File: src/inc/tmr8_pkg.sv
package tmr8_pkg;
	// register indices on the plain port
	localparam logic [2:0] A_CTRL_A = 3'h0;
	localparam logic [2:0] A_CTRL_B = 3'h1;
	localparam logic [2:0] A_CNT    = 3'h2;
	localparam logic [2:0] A_CMP_A  = 3'h3;
	localparam logic [2:0] A_CMP_B  = 3'h4;
	localparam logic [2:0] A_FLAGS  = 3'h5;
	localparam logic [2:0] A_OUT    = 3'h6;

	// timer_control_a fields
	localparam int COM_A_LSB = 6;
	localparam int COM_B_LSB = 4;
	localparam int WGM_LO_LSB = 0;
	// timer_control_b fields
	localparam int FOC_A_BIT = 7;
	localparam int FOC_B_BIT = 6;
	localparam int WGM_HI_BIT = 3;
	localparam int CS_LSB = 0;
	// flag register fields
	localparam int TOV_BIT = 0;
	localparam int OCF_A_BIT = 1;
	localparam int OCF_B_BIT = 2;

	// waveform_mode_select codes
	localparam logic [2:0] WGM_NORMAL = 3'h0;
	localparam logic [2:0] WGM_CTC    = 3'h2;

	// compare_output_mode_field codes, non-pwm modes
	localparam logic [1:0] COM_NONE   = 2'h0;
	localparam logic [1:0] COM_TOGGLE = 2'h1;
	localparam logic [1:0] COM_CLEAR  = 2'h2;
	localparam logic [1:0] COM_SET    = 2'h3;

	localparam logic [2:0] CS_STOP  = 3'h0;
	localparam logic [7:0] CNT_MAX  = 8'hFF;
	localparam logic [7:0] CNT_BOT  = 8'h00;
	localparam logic [7:0] RST_BYTE = 8'h00;
endpackage
File: src/design/tmr8_timer.sv
// Summary of operation
// - reset clears both internal compare output state bits to zero
// - nonzero output mode field puts the output state onto the pin in place of the port data
// - port direction bit still decides whether the pin is driven
// - pin override depends only on the output mode field, not the waveform mode
// - output state can be set up before the driver is enabled, but only once override is on
// - output mode zero leaves the output state alone on a match
// - a new output mode acts first at the next match after the write
// - force strobe in non-pwm modes applies the match action at once
// - only the waveform mode shapes the count sequence
// - non-pwm output mode sets, clears or toggles on match
// - waveform mode 0 only increments, wrapping 0xFF to 0x00
// - normal mode sets overflow flag as the counter becomes zero
// - counting only sets the overflow flag; service acknowledge clears it
// - the counter may be written at any time in normal mode
// - waveform mode 2 clears the counter when it equals compare value a
// - clear-on-match raises compare flag a once per period
// - compare value a writes act on the comparison immediately
// - compare value a below count misses until wrap past 0xFF
// - channel a mode 1 toggles its output state on each match
// - toggle frequency is io clock over 2*N*(1+compare value a)
// - clear-on-match sets overflow when counting from 0xFF to 0x00
// - a match sets its compare flag; writing one clears it
// - a counter write blocks all matches in the next timer clock
// - clock select zero stops counting; counter stays accessible
// - a counter write beats any clear or count in the same cycle
`timescale 1ns/1ps
`default_nettype none

module tmr8_timer (
	input  wire logic       i_clk,
	input  wire logic       i_rst_b,
	input  wire logic       i_tick,
	input  wire logic [2:0] i_addr,
	input  wire logic [7:0] i_wdata,
	input  wire logic       i_wr,
	input  wire logic       i_rd,
	output logic      [7:0] o_rdata,
	input  wire logic       i_ovf_ack,
	input  wire logic [1:0] i_cmp_ack,
	input  wire logic [1:0] i_port_out,
	input  wire logic [1:0] i_port_dir,
	output logic      [1:0] o_pin_out,
	output logic      [1:0] o_pin_oe_b,
	output logic      [7:0] o_count,
	output logic            o_ovf_flag,
	output logic      [1:0] o_cmp_flag
);

	typedef struct packed {
		logic [1:0][1:0] com;
		logic [2:0]      wgm;
		logic [2:0]      cs;
		logic [7:0]      cnt;
		logic [1:0][7:0] ocr;
		logic            tov;
		logic [1:0]      ocf;
		logic [1:0]      oc;
		logic            block;
		logic [7:0]      rdata;
	} tmr8_state_t;

	tmr8_state_t q;
	tmr8_state_t d;

	logic       tick_en;
	logic       non_pwm;
	logic       wr_cnt;
	logic       clr_tov;
	logic [1:0] match;
	logic [1:0] force_hit;
	logic [1:0] act;
	logic [1:0] oc_next;

	function automatic logic oc_action(input logic [1:0] com, input logic oc);
		logic r;
		r = oc;
		case (com)
			tmr8_pkg::COM_TOGGLE: r = ~oc;
			tmr8_pkg::COM_CLEAR:  r = 1'b0;
			tmr8_pkg::COM_SET:    r = 1'b1;
			default:              r = oc;
		endcase
		return r;
	endfunction

	////////////////////////////////////////////////////////////////////////
	// shared decode

	assign tick_en = i_tick && (q.cs != tmr8_pkg::CS_STOP);
	assign non_pwm = (q.wgm[0] == 1'b0);
	assign wr_cnt  = i_wr && (i_addr == tmr8_pkg::A_CNT);
	assign clr_tov = i_ovf_ack ||
		(i_wr && (i_addr == tmr8_pkg::A_FLAGS) && i_wdata[tmr8_pkg::TOV_BIT]);

	////////////////////////////////////////////////////////////////////////
	// per channel compare and pin override

	genvar ch;
	generate
		for (ch = 0; ch < 2; ch++) begin : g_ch
			// live compare value, no double buffer
			assign match[ch] = tick_en && !q.block && (q.cnt == q.ocr[ch]);
			assign force_hit[ch] = i_wr && (i_addr == tmr8_pkg::A_CTRL_B) &&
				i_wdata[tmr8_pkg::FOC_A_BIT - ch];
			assign act[ch] = non_pwm && (match[ch] || force_hit[ch]);
			assign oc_next[ch] = oc_action(q.com[ch], q.oc[ch]);
			// override follows mode field only
			assign o_pin_out[ch] = (q.com[ch] != tmr8_pkg::COM_NONE) ?
				q.oc[ch] : i_port_out[ch];
			assign o_pin_oe_b[ch] = ~i_port_dir[ch];
		end
	endgenerate

	////////////////////////////////////////////////////////////////////////
	// next state

	always_comb begin
		d = q;
		d.rdata = 8'h00;
		if (i_rd) begin
			case (i_addr)
				tmr8_pkg::A_CTRL_A: begin
					d.rdata[tmr8_pkg::COM_A_LSB +: 2] = q.com[0];
					d.rdata[tmr8_pkg::COM_B_LSB +: 2] = q.com[1];
					d.rdata[tmr8_pkg::WGM_LO_LSB +: 2] = q.wgm[1:0];
				end
				tmr8_pkg::A_CTRL_B: begin
					d.rdata[tmr8_pkg::WGM_HI_BIT] = q.wgm[2];
					d.rdata[tmr8_pkg::CS_LSB +: 3] = q.cs;
				end
				tmr8_pkg::A_CNT:   d.rdata = q.cnt;
				tmr8_pkg::A_CMP_A: d.rdata = q.ocr[0];
				tmr8_pkg::A_CMP_B: d.rdata = q.ocr[1];
				tmr8_pkg::A_FLAGS: begin
					d.rdata[tmr8_pkg::TOV_BIT] = q.tov;
					d.rdata[tmr8_pkg::OCF_A_BIT] = q.ocf[0];
					d.rdata[tmr8_pkg::OCF_B_BIT] = q.ocf[1];
				end
				tmr8_pkg::A_OUT: d.rdata[1:0] = q.oc;
				default: d.rdata = 8'h00;
			endcase
		end

		// counting, sequence from waveform mode only
		if (tick_en) begin
			d.block = 1'b0;
			if ((q.wgm == tmr8_pkg::WGM_CTC) && match[0]) begin
				d.cnt = tmr8_pkg::CNT_BOT;
			end else begin
				d.cnt = q.cnt + 8'h01;
			end
		end

		// bus writes after counting so they take priority
		if (i_wr) begin
			case (i_addr)
				tmr8_pkg::A_CTRL_A: begin
					d.com[0] = i_wdata[tmr8_pkg::COM_A_LSB +: 2];
					d.com[1] = i_wdata[tmr8_pkg::COM_B_LSB +: 2];
					d.wgm[1:0] = i_wdata[tmr8_pkg::WGM_LO_LSB +: 2];
				end
				tmr8_pkg::A_CTRL_B: begin
					d.wgm[2] = i_wdata[tmr8_pkg::WGM_HI_BIT];
					d.cs = i_wdata[tmr8_pkg::CS_LSB +: 3];
				end
				tmr8_pkg::A_CNT: begin
					d.cnt = i_wdata;
					d.block = 1'b1;
				end
				tmr8_pkg::A_CMP_A: d.ocr[0] = i_wdata;
				tmr8_pkg::A_CMP_B: d.ocr[1] = i_wdata;
				tmr8_pkg::A_FLAGS: begin
					if (i_wdata[tmr8_pkg::OCF_A_BIT]) begin
						d.ocf[0] = 1'b0;
					end
					if (i_wdata[tmr8_pkg::OCF_B_BIT]) begin
						d.ocf[1] = 1'b0;
					end
				end
				default: d.block = d.block;
			endcase
		end

		// service acknowledges
		if (clr_tov) begin
			d.tov = 1'b0;
		end
		d.ocf = d.ocf & ~i_cmp_ack;

		// hardware sets last, so a set beats a same-cycle clear
		if (tick_en && (q.cnt == tmr8_pkg::CNT_MAX)) begin
			d.tov = 1'b1;
		end
		d.ocf = d.ocf | match;
		for (int i = 0; i < 2; i++) begin
			if (act[i]) begin
				d.oc[i] = oc_next[i];
			end
		end
	end

	always_ff @(posedge i_clk or negedge i_rst_b) begin
		if (!i_rst_b) begin
			q <= '0;
		end else begin
			q <= d;
		end
	end

	assign o_rdata    = q.rdata;
	assign o_count    = q.cnt;
	assign o_ovf_flag = q.tov;
	assign o_cmp_flag = q.ocf;
endmodule

`default_nettype wire

File: config.mk
export PLATFORM = sky130hd
export DESIGN_NAME = tmr8_timer
export DESIGN_NICKNAME = d
export VERILOG_FILES = /design/src/inc/tmr8_pkg.sv /design/src/design/tmr8_timer.sv
export SDC_FILE = /design/constraint.sdc
export NUM_CORES = 1
export LEC_CHECK = 0
export ABC_AREA = 1
export BUFFER_PORTS_ARGS = -buffer_cell sky130_fd_sc_hd__buf_2
export CORE_MARGIN = 4
export CORE_UTILIZATION = 43
export DETAILED_ROUTE_END_ITERATION = 12
export PLACE_DENSITY_LB_ADDON = 0.25
export SYNTH_ARGS = -nofsm -noshare
export SYNTH_HDL_FRONTEND = slang
export SYNTH_SLANG_ARGS = --single-unit
export TNS_END_PERCENT = 10
File: constraint.sdc
create_clock -name i_clk -period 2.2 [get_ports i_clk]
set_clock_uncertainty 0.1 [all_clocks]
set_input_delay 0.44 -clock i_clk [delete_from_list [all_inputs] [get_ports i_clk]]
set_output_delay 0.44 -clock i_clk [all_outputs]
set_load 0.005 [all_outputs]
==> metrics.log, run 1 <==
INFO  metric cts_root_buffer = clkbuf_8
INFO  metric critical_path.startpoint = q[47]
INFO  metric final_layout_size_suffix_gt1_frac = 0.193
INFO  metric p_comb_frac = 0.303
INFO  metric min_path_type = input pin to flop
INFO  metric worst_ep_arrival_time = 1210 ps
INFO  metric share_of_synthesized_area_occupied_by_flip_flops_and_latches = 0.442
INFO  metric peakVddDrop = 0.528 mV
INFO  metric syn2layout_area_growth = 10.1%
INFO  metric globalRouteTotalUtil = 0.189
INFO  metric finalWeightedCongestion = 0.855
INFO  metric report.final.slew_viol_count = 0
INFO  metric transition_at_the_pin_with_the_smallest_max_transition_slack = 414 ps
INFO  metric finalWorstSetupSlack = 455 ps
INFO  metric floorplan.initialDensity = 0.451
INFO  metric synthesis.nets = 380
INFO  metric count_of_unresolved_drc_violations_after_routing = 0
INFO  metric path_clk_slew = 90 ps
INFO  metric crit_chain = nor2_1, nand2_1, o21ai_0, buf_2
INFO  metric die_h = 87.5 um
INFO  metric placement.cell_area = 2870 um2
INFO  metric cts_buffer_depth = 2
INFO  metric yosys-top-cells-area = dfrtp_1, nand2_1, inv_1
INFO  metric clkPwrFrac = 0.230
INFO  metric yosys.cell_count.top_type = nand2_1
INFO  metric crit_path_top_delay_cell = dfrtp_1
INFO  metric port-buffer-count = 45
INFO  metric yosysUniqueCellTypes = 30
INFO  metric route.vias.total = 2302
INFO  metric cts_made_buffers = 5
INFO  metric hold_start = i_ovf_ack
INFO  metric slowest_delay = 420 ps
INFO  metric fmax = 573 MHz
INFO  metric number_of_clock_sinks = 48
INFO  metric synth-seq-cells = 48
INFO  metric worst_hold_margin = 203 ps
INFO  metric number_of_flops_mapped_to_enable_cells_by_yosys = 0
INFO  metric place_hpwl = 5250 um
INFO  metric clk_latency = 310 ps
INFO  metric grt-ovfl-total = 0
INFO  metric grt_antenna_before_repair = 0
INFO  metric crit_fanout = 4
INFO  metric drtAntennaViolNets = 0
INFO  metric final_period_minus_worst_setup_slack = 1750 ps
INFO  metric synth.top_cell.area_share = 0.442
INFO  metric wire_per_inst = 14.3 um
INFO  metric ys_async_sr_fraction = 1.00
INFO  metric dp_worst_setup_slack = 492 ps
INFO  metric design_area = 3000 um2
INFO  metric rows = 28
INFO  metric post_cts.repair.setup_buffers = 0
INFO  metric first_global_vias = 2143
INFO  metric outcome = finished, final reports clean
INFO  metric synthesis.area = 2720 um2
INFO  metric synth_largest_area_cell = dfrtp_1
INFO  metric rsz_0062_raised_after_global_routing = false
INFO  metric switching_share = 0.366
INFO  metric power.static_leakage = 1.54 nW
INFO  metric dr.pass1.iters = 6
INFO  metric powerDensity = 930 nW/um2
INFO  metric post_synth_inst_count = 356
INFO  metric setup.reg_to_reg.worst_slack = 510 ps
INFO  metric cts_htree_levels = 2
INFO  metric final_core_utilization = 0.497
INFO  metric setup_viol_count_final = 0
INFO  metric detail_route.vias_per_cell = 4.97
INFO  metric antennaDiodeCount = 0
INFO  metric maxCapViolations = 0
INFO  metric min_period_over_period = 0.793
INFO  metric critPathKind = flop to output pin
INFO  metric cts_resized = 0
INFO  metric routed_wl = 6640 um
INFO  metric ys.warnings.count = 0
INFO  metric final_nets = 411
INFO  metric final-hold-violation-count = 0
INFO  metric cp.buffers_inverters = 1
INFO  metric design.die.area = 7660 um2
INFO  metric maximum_number_of_pins_on_one_net_before_global_route_repair = 20
INFO  metric tritoncts = done
INFO  metric p_sw = 0.00102 W
INFO  metric critPathLaunchType = flop
INFO  metric cell_internal_pwr = 0.00176 W
INFO  metric post_synth_most_frequent_cells = nand2_1, dfrtp_1, inv_1, nor2_1, o21ai_1
INFO  metric io_pins = 46
INFO  metric grt_pass1_wl = 11000 um
INFO  metric sequentialPowerShare = 0.467
INFO  metric crit_path_end_kind = output pin
INFO  metric syn_avg_cell_area = 7.64 um2
INFO  metric placeableCoreArea = 6030 um2
INFO  metric cp_data_required_time = 1660 ps
INFO  metric dieWidth = 87.5 um
INFO  metric nFillCells = 636
INFO  metric yosys_most_used_dff = dfrtp_1
INFO  metric timing.critical_path.max_delay_family = flip-flops
INFO  metric r2r-start = q[38]
INFO  metric total_negative_setup_slacks = 0 ps
INFO  metric max-slew-margin-rel = 0.722
INFO  metric drt_iter0_drc = 164
routing by layer:
| layer | GRT usage | part of all wire |
|---|---|---|
| met5 | 0 | 0 |
| met4 | 0.0586 | 0.016 |
| met2 | 0.280 | 0.44 |
| met3 | 0.0395 | 0.060 |
| met1 | 0.276 | 0.49 |
layout make-up:
| type | instances | area (um2) | share of cell area |
|---|---|---|---|
| flip-flops and latches | 48 | 1200 | 0.401 |
| multi-input cells | 237 | 1160 | 0.388 |
| repair buffers | 48 | 250 | 0.0835 |
| inverters | 47 | 176 | 0.0589 |
| well taps | 75 | 93.8 | 0.0313 |
| clock buffers | 5 | 68.8 | 0.0230 |
| clock inverters | 3 | 42.5 | 0.0142 |
logic make-up after synthesis:
kind of cell,after synthesis,synth area share
adder cells (fa/ha/maj),1,0.00460
XOR/XNOR,13,0.0419
flip-flops,48,0.442
buffers and inverters,71,0.131
AO/OA/AOI/OAI,61,0.126
AND/OR/NAND/NOR,162,0.255
power groups by stage:
stage	Clock [W]	Sequential (W)	Combinational (W)
after floorplan	0	0.00122	0.000746
after global placement	0	0.00131	0.000831
after detailed placement	0	0.00131	0.000846
after CTS	0.000657	0.00129	0.000851
after global routing	0.000695	0.00133	0.000982
final	0.000641	0.00130	0.000844
registers in the layout, indices dropped and copies added, names as in the netlist:
| signal | cells |
|---|---|
| o_cmp_flag | 2 |
| q | 29 |
| o_ovf_flag | 1 |
| o_count | 8 |
| o_rdata | 8 |
path summary, 6_finish.rpt:
check                      cells after the start           end
max                                            4  o_pin_out[1]
min                                            2    o_ovf_flag
max reg2reg                                    9          q[9]
min reg2reg                                    2          q[8]
max in group asynchronous                      3    o_rdata[1]
min in group asynchronous                      2         q[27]
metrics by stage:
stage / power (W) / cells
4_1_cts: 0.00280 / 463
2_1_floorplan: 0.00196 / 356
3_5_place_dp: 0.00216 / 454
5_1_grt: 0.00301 / 463
3_3_place_gp: 0.00214 / 454
6_report: 0.00278 / 463
what timing repair did:
action / 4_1_cts / 5_1_grt
hold buffers: 1 / 0
endpoints found under the hold margin: 12 / 0
setup endpoints to repair: 0 / 0
cells in the final DEF, fill, tap and decap left out, types with 4 or more instances in the layout:
master / n
buf_2: 45
nand2_2: 8
inv_2: 6
o21ai_1: 22
o22ai_1: 4
nand2_1: 105
clkbuf_8: 5
inv_1: 41
dfrtp_1: 48
nand3_1: 14
a21oi_1: 6
a41oi_1: 4
nor2_1: 22
o21ai_0: 18
xnor2_1: 10
Power figures use the tool's default switching activity.
==> run 2, diff against run 1 <==
clock period = 1.7 ns   (was 2.2 ns; I/O delays follow)
==> run 2 against run 1 <==
Register-to-register slack worse by 340 ps. Die area unchanged. Cell area rose by 2.0%. Setup slack worse by 370 ps. First-iteration DRC count grew 9.1%. Flip-flop and latch count unchanged. Worst hold slack lost 91 ps. Routed wire length up 2.9%.
==> metrics.log, run 2 (synthesis gave the netlist of run 1 again) <==
INFO  metric outcome = finished, final reports clean
INFO  metric first_global_vias = 2218 (+3.5%)
INFO  metric critPathKind = flop to output pin
INFO  metric grt-ovfl-total = 0 (unchanged)
INFO  metric crit_fanout = 4 (unchanged)
INFO  metric antennaDiodeCount = 0 (unchanged)
INFO  metric cts_root_buffer = clkbuf_8
INFO  metric worst_ep_arrival_time = 1180 ps (-30 ps)
INFO  metric r2r-start = q[40]
INFO  metric globalRouteTotalUtil = 0.193 (+0.00452)
INFO  metric route.vias.total = 2344 (+1.8%)
INFO  metric design_area = 3060 um2 (+2.0%)
INFO  metric crit_path_end_kind = output pin
INFO  metric total_negative_setup_slacks = 0 ps (unchanged)
INFO  metric fmax = 617 MHz
INFO  metric tritoncts = done
INFO  metric cp_data_required_time = 1260 ps (-400 ps)
INFO  metric syn2layout_area_growth = 12.3%
INFO  metric grt_pass1_wl = 11300 um (+2.1%)
INFO  metric dieWidth = 87.5 um (unchanged)
INFO  metric transition_at_the_pin_with_the_smallest_max_transition_slack = 338 ps (-76.0 ps)
INFO  metric routed_wl = 6830 um (+2.9%)
INFO  metric placeableCoreArea = 6030 um2 (unchanged)
INFO  metric setup_viol_count_final = 0 (unchanged)
INFO  metric max-slew-margin-rel = 0.774 (+0.0520)
INFO  metric setup.reg_to_reg.worst_slack = 170 ps (-340 ps)
INFO  metric io_pins = 46 (unchanged)
INFO  metric cts_buffer_depth = 2 (unchanged)
INFO  metric dr.pass1.iters = 5 (-1)
INFO  metric detail_route.vias_per_cell = 5.01 (+0.74%)
INFO  metric min_period_over_period = 0.953
INFO  metric finalWeightedCongestion = 0.905 (+5.8%)
INFO  metric wire_per_inst = 14.6 um (+1.8%)
INFO  metric rows = 28 (unchanged)
INFO  metric design.die.area = 7660 um2 (unchanged)
INFO  metric drt_iter0_drc = 179 (+9.1%)
INFO  metric port-buffer-count = 45 (unchanged)
INFO  metric multiInputGateArea = 1160 um2 (+0.22%)
INFO  metric maxCapViolations = 0 (unchanged)
INFO  metric peakVddDrop = 0.517 mV (-2.0%)
INFO  metric logic_depth_of_the_worst_register_to_register_path = 9 (unchanged)
INFO  metric clk_latency = 310 ps (about the same)
INFO  metric maximum_number_of_pins_on_one_net_before_global_route_repair = 49 (+150%)
INFO  metric largest_register_ffs = 29 (unchanged)
INFO  metric post_cts.repair.setup_buffers = 0 (unchanged)
INFO  metric layout.cells.most_common_list = nand2_1, dfrtp_1, buf_2
INFO  metric placement.cell_area = 2920 um2 (+1.7%)
INFO  metric number_of_clock_sinks = 48 (unchanged)
INFO  metric final_core_utilization = 0.507 (+0.00997)
INFO  metric cts_htree_levels = 2 (unchanged)
INFO  metric cts_made_buffers = 5 (unchanged)
INFO  metric grt_antenna_before_repair = 0 (unchanged)
INFO  metric final_layout_size_suffix_gt1_frac = 0.211 (+0.0179)
INFO  metric rsz_0062_raised_after_global_routing = false
INFO  metric place_hpwl = 5280 um (+0.56%)
INFO  metric powerDensity = 1210 nW/um2 (+31%)
INFO  metric die_h = 87.5 um (unchanged)
INFO  metric final_nets = 416 (+1.2%)
INFO  metric power.static_leakage = 1.57 nW (+2.1%)
INFO  metric critPathLaunchType = flop
INFO  metric report.final.slew_viol_count = 0 (unchanged)
INFO  metric critical_path.startpoint = q[44]
INFO  metric nFillCells = 596 (-6.3%)
INFO  metric layout.cells.most_common = nand2_1
INFO  metric min_path_type = input pin to flop
INFO  metric final_period_minus_worst_setup_slack = 1620 ps
INFO  metric worstReg2RegEnd = q[10]
INFO  metric floorplan.initialDensity = 0.451 (unchanged)
INFO  metric drtAntennaViolNets = 0 (unchanged)
INFO  metric largest_register = q
INFO  metric path_clk_slew = 90 ps (about the same)
INFO  metric final-hold-violation-count = 0 (unchanged)
INFO  metric regArea = 1200 um2 (+0.21%)
INFO  metric worst_setup_path_endpoint = o_pin_out[0]
INFO  metric count_of_unresolved_drc_violations_after_routing = 0 (unchanged)
-- run 2: final cells by class --
| type | instances | share of cell area |
|---|---|---|
| well taps | 75 | 0.0307 |
| inverters | 47 | 0.0577 |
| clock inverters | 3 | 0.0156 |
| clock buffers | 5 | 0.0225 |
| multi-input cells | 237 | 0.381 |
| flip-flops and latches | 48 | 0.394 |
| repair buffers | 53 | 0.0983 |
-- run 2: worst max-delay path, stage by stage (launching register included) --
cell and delay (ps):
dfrtp_1 430, nor2_1 190, nand2_1 60, o21ai_0 60
buf_2 130
-- run 2: where the power goes --
part / internal, W / leakage [nW] / switching (W)
sequential: 0.00138 / 0.612 / 0.000274
clock: 0.000443 / 0.0583 / 0.000415
combinational: 0.000530 / 0.900 / 0.000663
-- run 2: worst min path at each step --
| stage | start | cells past startpoint | slack, ps | end |
|---|---|---|---|---|
| 2_1_floorplan | i_rst_b | 0 | -60 | o_cmp_flag[0] |
| 3_3_place_gp | i_rst_b | 2 | 250 | q[8] |
| 3_5_place_dp | i_rst_b | 2 | 240 | q[15] |
| 4_1_cts | i_ovf_ack | 2 | 110 | o_ovf_flag |
| 5_1_grt | i_ovf_ack | 2 | 100 | o_ovf_flag |
| 6_report | i_cmp_ack[0] | 2 | 110 | o_cmp_flag[0] |
-- run 2: repair_timing --
item,CTS,global route
resized for setup,0,3
hold buffers,1,0
endpoints found under the setup margin,0,2
hold endpoints to repair,48,0
-- run 2: metal layers --
metal,vias to the layer above,routed length [um],track usage
met5,-,0,0
met4,0,125,0.0711
met2,72,3020,0.289
met3,12,418,0.0414
li1,1181,-,-
met1,1079,3260,0.276
-- run 2: per-stage QoR --
stage	instances	power, W	hold WS (ps)	setup WS [ps]
final	468	0.00371	111	79.7
after global routing	468	0.00400	103	2.30
after CTS	468	0.00372	109	27.3
after detailed placement	459	0.00286	245	127
after global placement	459	0.00284	246	81.3
after floorplan	356	0.00254	-55.6	328
==> run 3, diff against run 2 <==
SETUP_SLACK_MARGIN = 0.15   (was not set)
==> run 3 against run 2 <==
Cell count is 2.1% higher. Sequential power hardly changed. Via count is 1.7% higher.
==> metrics.log, run 3 (synthesis gave the netlist of run 1 again) <==
INFO  metric routed_wl = 7030 um (+2.8%)
INFO  metric max-slew-margin-rel = 0.764 (-0.0100)
INFO  metric hold_start = i_cmp_ack[0]
INFO  metric power.static_leakage = 1.62 nW (+3.1%)
INFO  metric layout.cells.most_common_list = nand2_1, buf_2, dfrtp_1
INFO  metric count_of_unresolved_drc_violations_after_routing = 0 (unchanged)
INFO  metric wire_per_inst = 14.7 um (+0.69%)
INFO  metric multiInputGateArea = 1190 um2 (+2.1%)
INFO  metric outcome = finished, final reports clean
INFO  metric crit_path_end_kind = output pin
INFO  metric report.final.slew_viol_count = 0 (unchanged)
INFO  metric worst_setup_path_endpoint = o_pin_out[1]
INFO  metric powerDensity = 1220 nW/um2 (+0.94%)
INFO  metric grt-ovfl-total = 0 (unchanged)
INFO  metric logic_depth_of_the_worst_register_to_register_path = 6 (-3)
INFO  metric globalRouteTotalUtil = 0.195 (+0.00197)
INFO  metric port-buffer-count = 45 (unchanged)
INFO  metric worstReg2RegEnd = o_count[6]
INFO  metric placement.cell_area = 2920 um2 (unchanged)
INFO  metric final-hold-violation-count = 0 (unchanged)
INFO  metric rsz_0062_raised_after_global_routing = true
INFO  metric dr.pass1.iters = 4 (-1)
INFO  metric total_negative_setup_slacks = 0 ps (unchanged)
INFO  metric critPathKind = flop to output pin
INFO  metric clk_latency = 310 ps (about the same)
INFO  metric placeableCoreArea = 6030 um2 (unchanged)
INFO  metric peakVddDrop = 0.518 mV (+0.12%)
INFO  metric cp_data_required_time = 1260 ps (about the same)
INFO  metric final_nets = 426 (+2.4%)
INFO  metric design.die.area = 7660 um2 (unchanged)
INFO  metric syn2layout_area_growth = 16.3%
INFO  metric drtAntennaViolNets = 0 (unchanged)
INFO  metric cts_made_buffers = 5 (unchanged)
INFO  metric cts_root_buffer = clkbuf_8
INFO  metric maxCapViolations = 0 (unchanged)
INFO  metric largest_register = q
INFO  metric design_area = 3160 um2 (+3.5%)
INFO  metric fmax = 634 MHz (+2.7%)
INFO  metric transition_at_the_pin_with_the_smallest_max_transition_slack = 353 ps (+15.0 ps)
INFO  metric min_period_over_period = 0.928 (-0.0252)
INFO  metric min_path_type = input pin to flop
INFO  metric place_hpwl = 5280 um (unchanged)
INFO  metric nFillCells = 595 (-0.17%)
INFO  metric io_pins = 46 (unchanged)
INFO  metric cts_buffer_depth = 2 (unchanged)
INFO  metric layout.cells.most_common = nand2_1
INFO  metric path_clk_slew = 100 ps (about the same)
INFO  metric drt_iter0_drc = 161 (-10%)
INFO  metric final_period_minus_worst_setup_slack = 1580 ps (-42.9 ps)
INFO  metric final_layout_size_suffix_gt1_frac = 0.251 (+0.0394)
INFO  metric die_h = 87.5 um (unchanged)
INFO  metric cts_htree_levels = 2 (unchanged)
INFO  metric detail_route.vias_per_cell = 4.99 (-0.46%)
INFO  metric critPathLaunchType = flop
INFO  metric r2r-start = o_count[5]
INFO  metric grt_antenna_before_repair = 0 (unchanged)
INFO  metric critical_path.startpoint = q[47]
INFO  metric worst_ep_arrival_time = 1140 ps (-40 ps)
INFO  metric antennaDiodeCount = 0 (unchanged)
INFO  metric maximum_number_of_pins_on_one_net_before_global_route_repair = 49 (unchanged)
INFO  metric setup_viol_count_final = 0 (unchanged)
INFO  metric route.vias.total = 2383 (+1.7%)
INFO  metric finalWeightedCongestion = 0.905 (unchanged)
INFO  metric dieWidth = 87.5 um (unchanged)
INFO  metric tritoncts = done
INFO  metric first_global_vias = 2256 (+1.7%)
INFO  metric largest_register_ffs = 29 (unchanged)
INFO  metric grt_pass1_wl = 11400 um (+1.1%)
INFO  metric setup.reg_to_reg.worst_slack = 210 ps (+40 ps)
INFO  metric floorplan.initialDensity = 0.451 (unchanged)
INFO  metric number_of_clock_sinks = 48 (unchanged)
INFO  metric rows = 28 (unchanged)
INFO  metric regArea = 1210 um2 (+0.31%)
INFO  metric crit_fanout = 3 (-1)
run 3: cell count changes in the layout (fill, tap and decap cells not counted):
| cell | previous run | this run |
|---|---|---|
| nor2_4 | 3 | 5 |
| nor2_1 | 21 | 17 |
| nor2_2 | 3 | 5 |
| nand3_1 | 14 | 13 |
| dfrtp_2 | 2 | 5 |
| nand3_2 | 1 | 2 |
| buf_6 | 0 | 1 |
| buf_4 | 6 | 15 |
| o21ai_1 | 22 | 23 |
| dfrtp_1 | 46 | 43 |
| o21ai_0 | 18 | 17 |
run 3: metrics by stage:
stage                     setup slack, ps  hold WS [ps]  utilization  std cells  power [W]
final                                 123           110        0.525        478    0.00387
after global routing                 88.3           103        0.525        478    0.00417
after CTS                             128           109        0.511        471    0.00375
after detailed placement              127           245        0.485        459    0.00286
after global placement               81.3           246        0.485        459    0.00284
after floorplan                       328         -55.6            -        356    0.00254
run 3: power by group:
part	leakage [nW]	switching, W	total [W]	internal (W)
Clock	0.0583	0.000416	0.000860	0.000443
Combinational	0.951	0.000738	0.00137	0.000634
Sequential	0.609	0.000254	0.00164	0.00139
Total	1.62	0.00141	0.00387	0.00247
run 3: metal layers:
layer | track usage | share of wire
met1 | 0.276 | 0.46
met4 | 0.0739 | 0.017
met3 | 0.0414 | 0.066
met5 | 0 | 0
met2 | 0.295 | 0.45
run 3: final cells by class:
class / instances / area share
inverter: 47 / 0.0558
multi-input combinational: 237 / 0.376
clock buffer: 5 / 0.0218
clock inverter: 3 / 0.0150
tap: 75 / 0.0297
timing repair buffer: 63 / 0.120
sequential: 48 / 0.382
run 3: repair_timing:
item / 4_1_cts / 5_1_grt
setup buffers: 3 / 7
endpoints found under the hold margin: 48 / 0
gates resized for setup: 3 / 12
hold buffers: 1 / 0
setup endpoints to repair: 2 / 12
pin swaps: 2 / 5
run 3: worst min-delay path by stage:
stage,slack [ps],end,depth (start not counted)
after floorplan,-60,o_cmp_flag[0],0
after global placement,250,q[8],2
after detailed placement,240,q[15],2
after CTS,110,o_ovf_flag,2
after global routing,100,o_ovf_flag,2
final,110,o_cmp_flag[0],2
run 3: worst max-delay path, cell delays in order, from the launching register on:
cell,delay (ps)
dfrtp_1,400
nor2_2,170
nand2_1,70
o21ai_1,70
buf_2,120
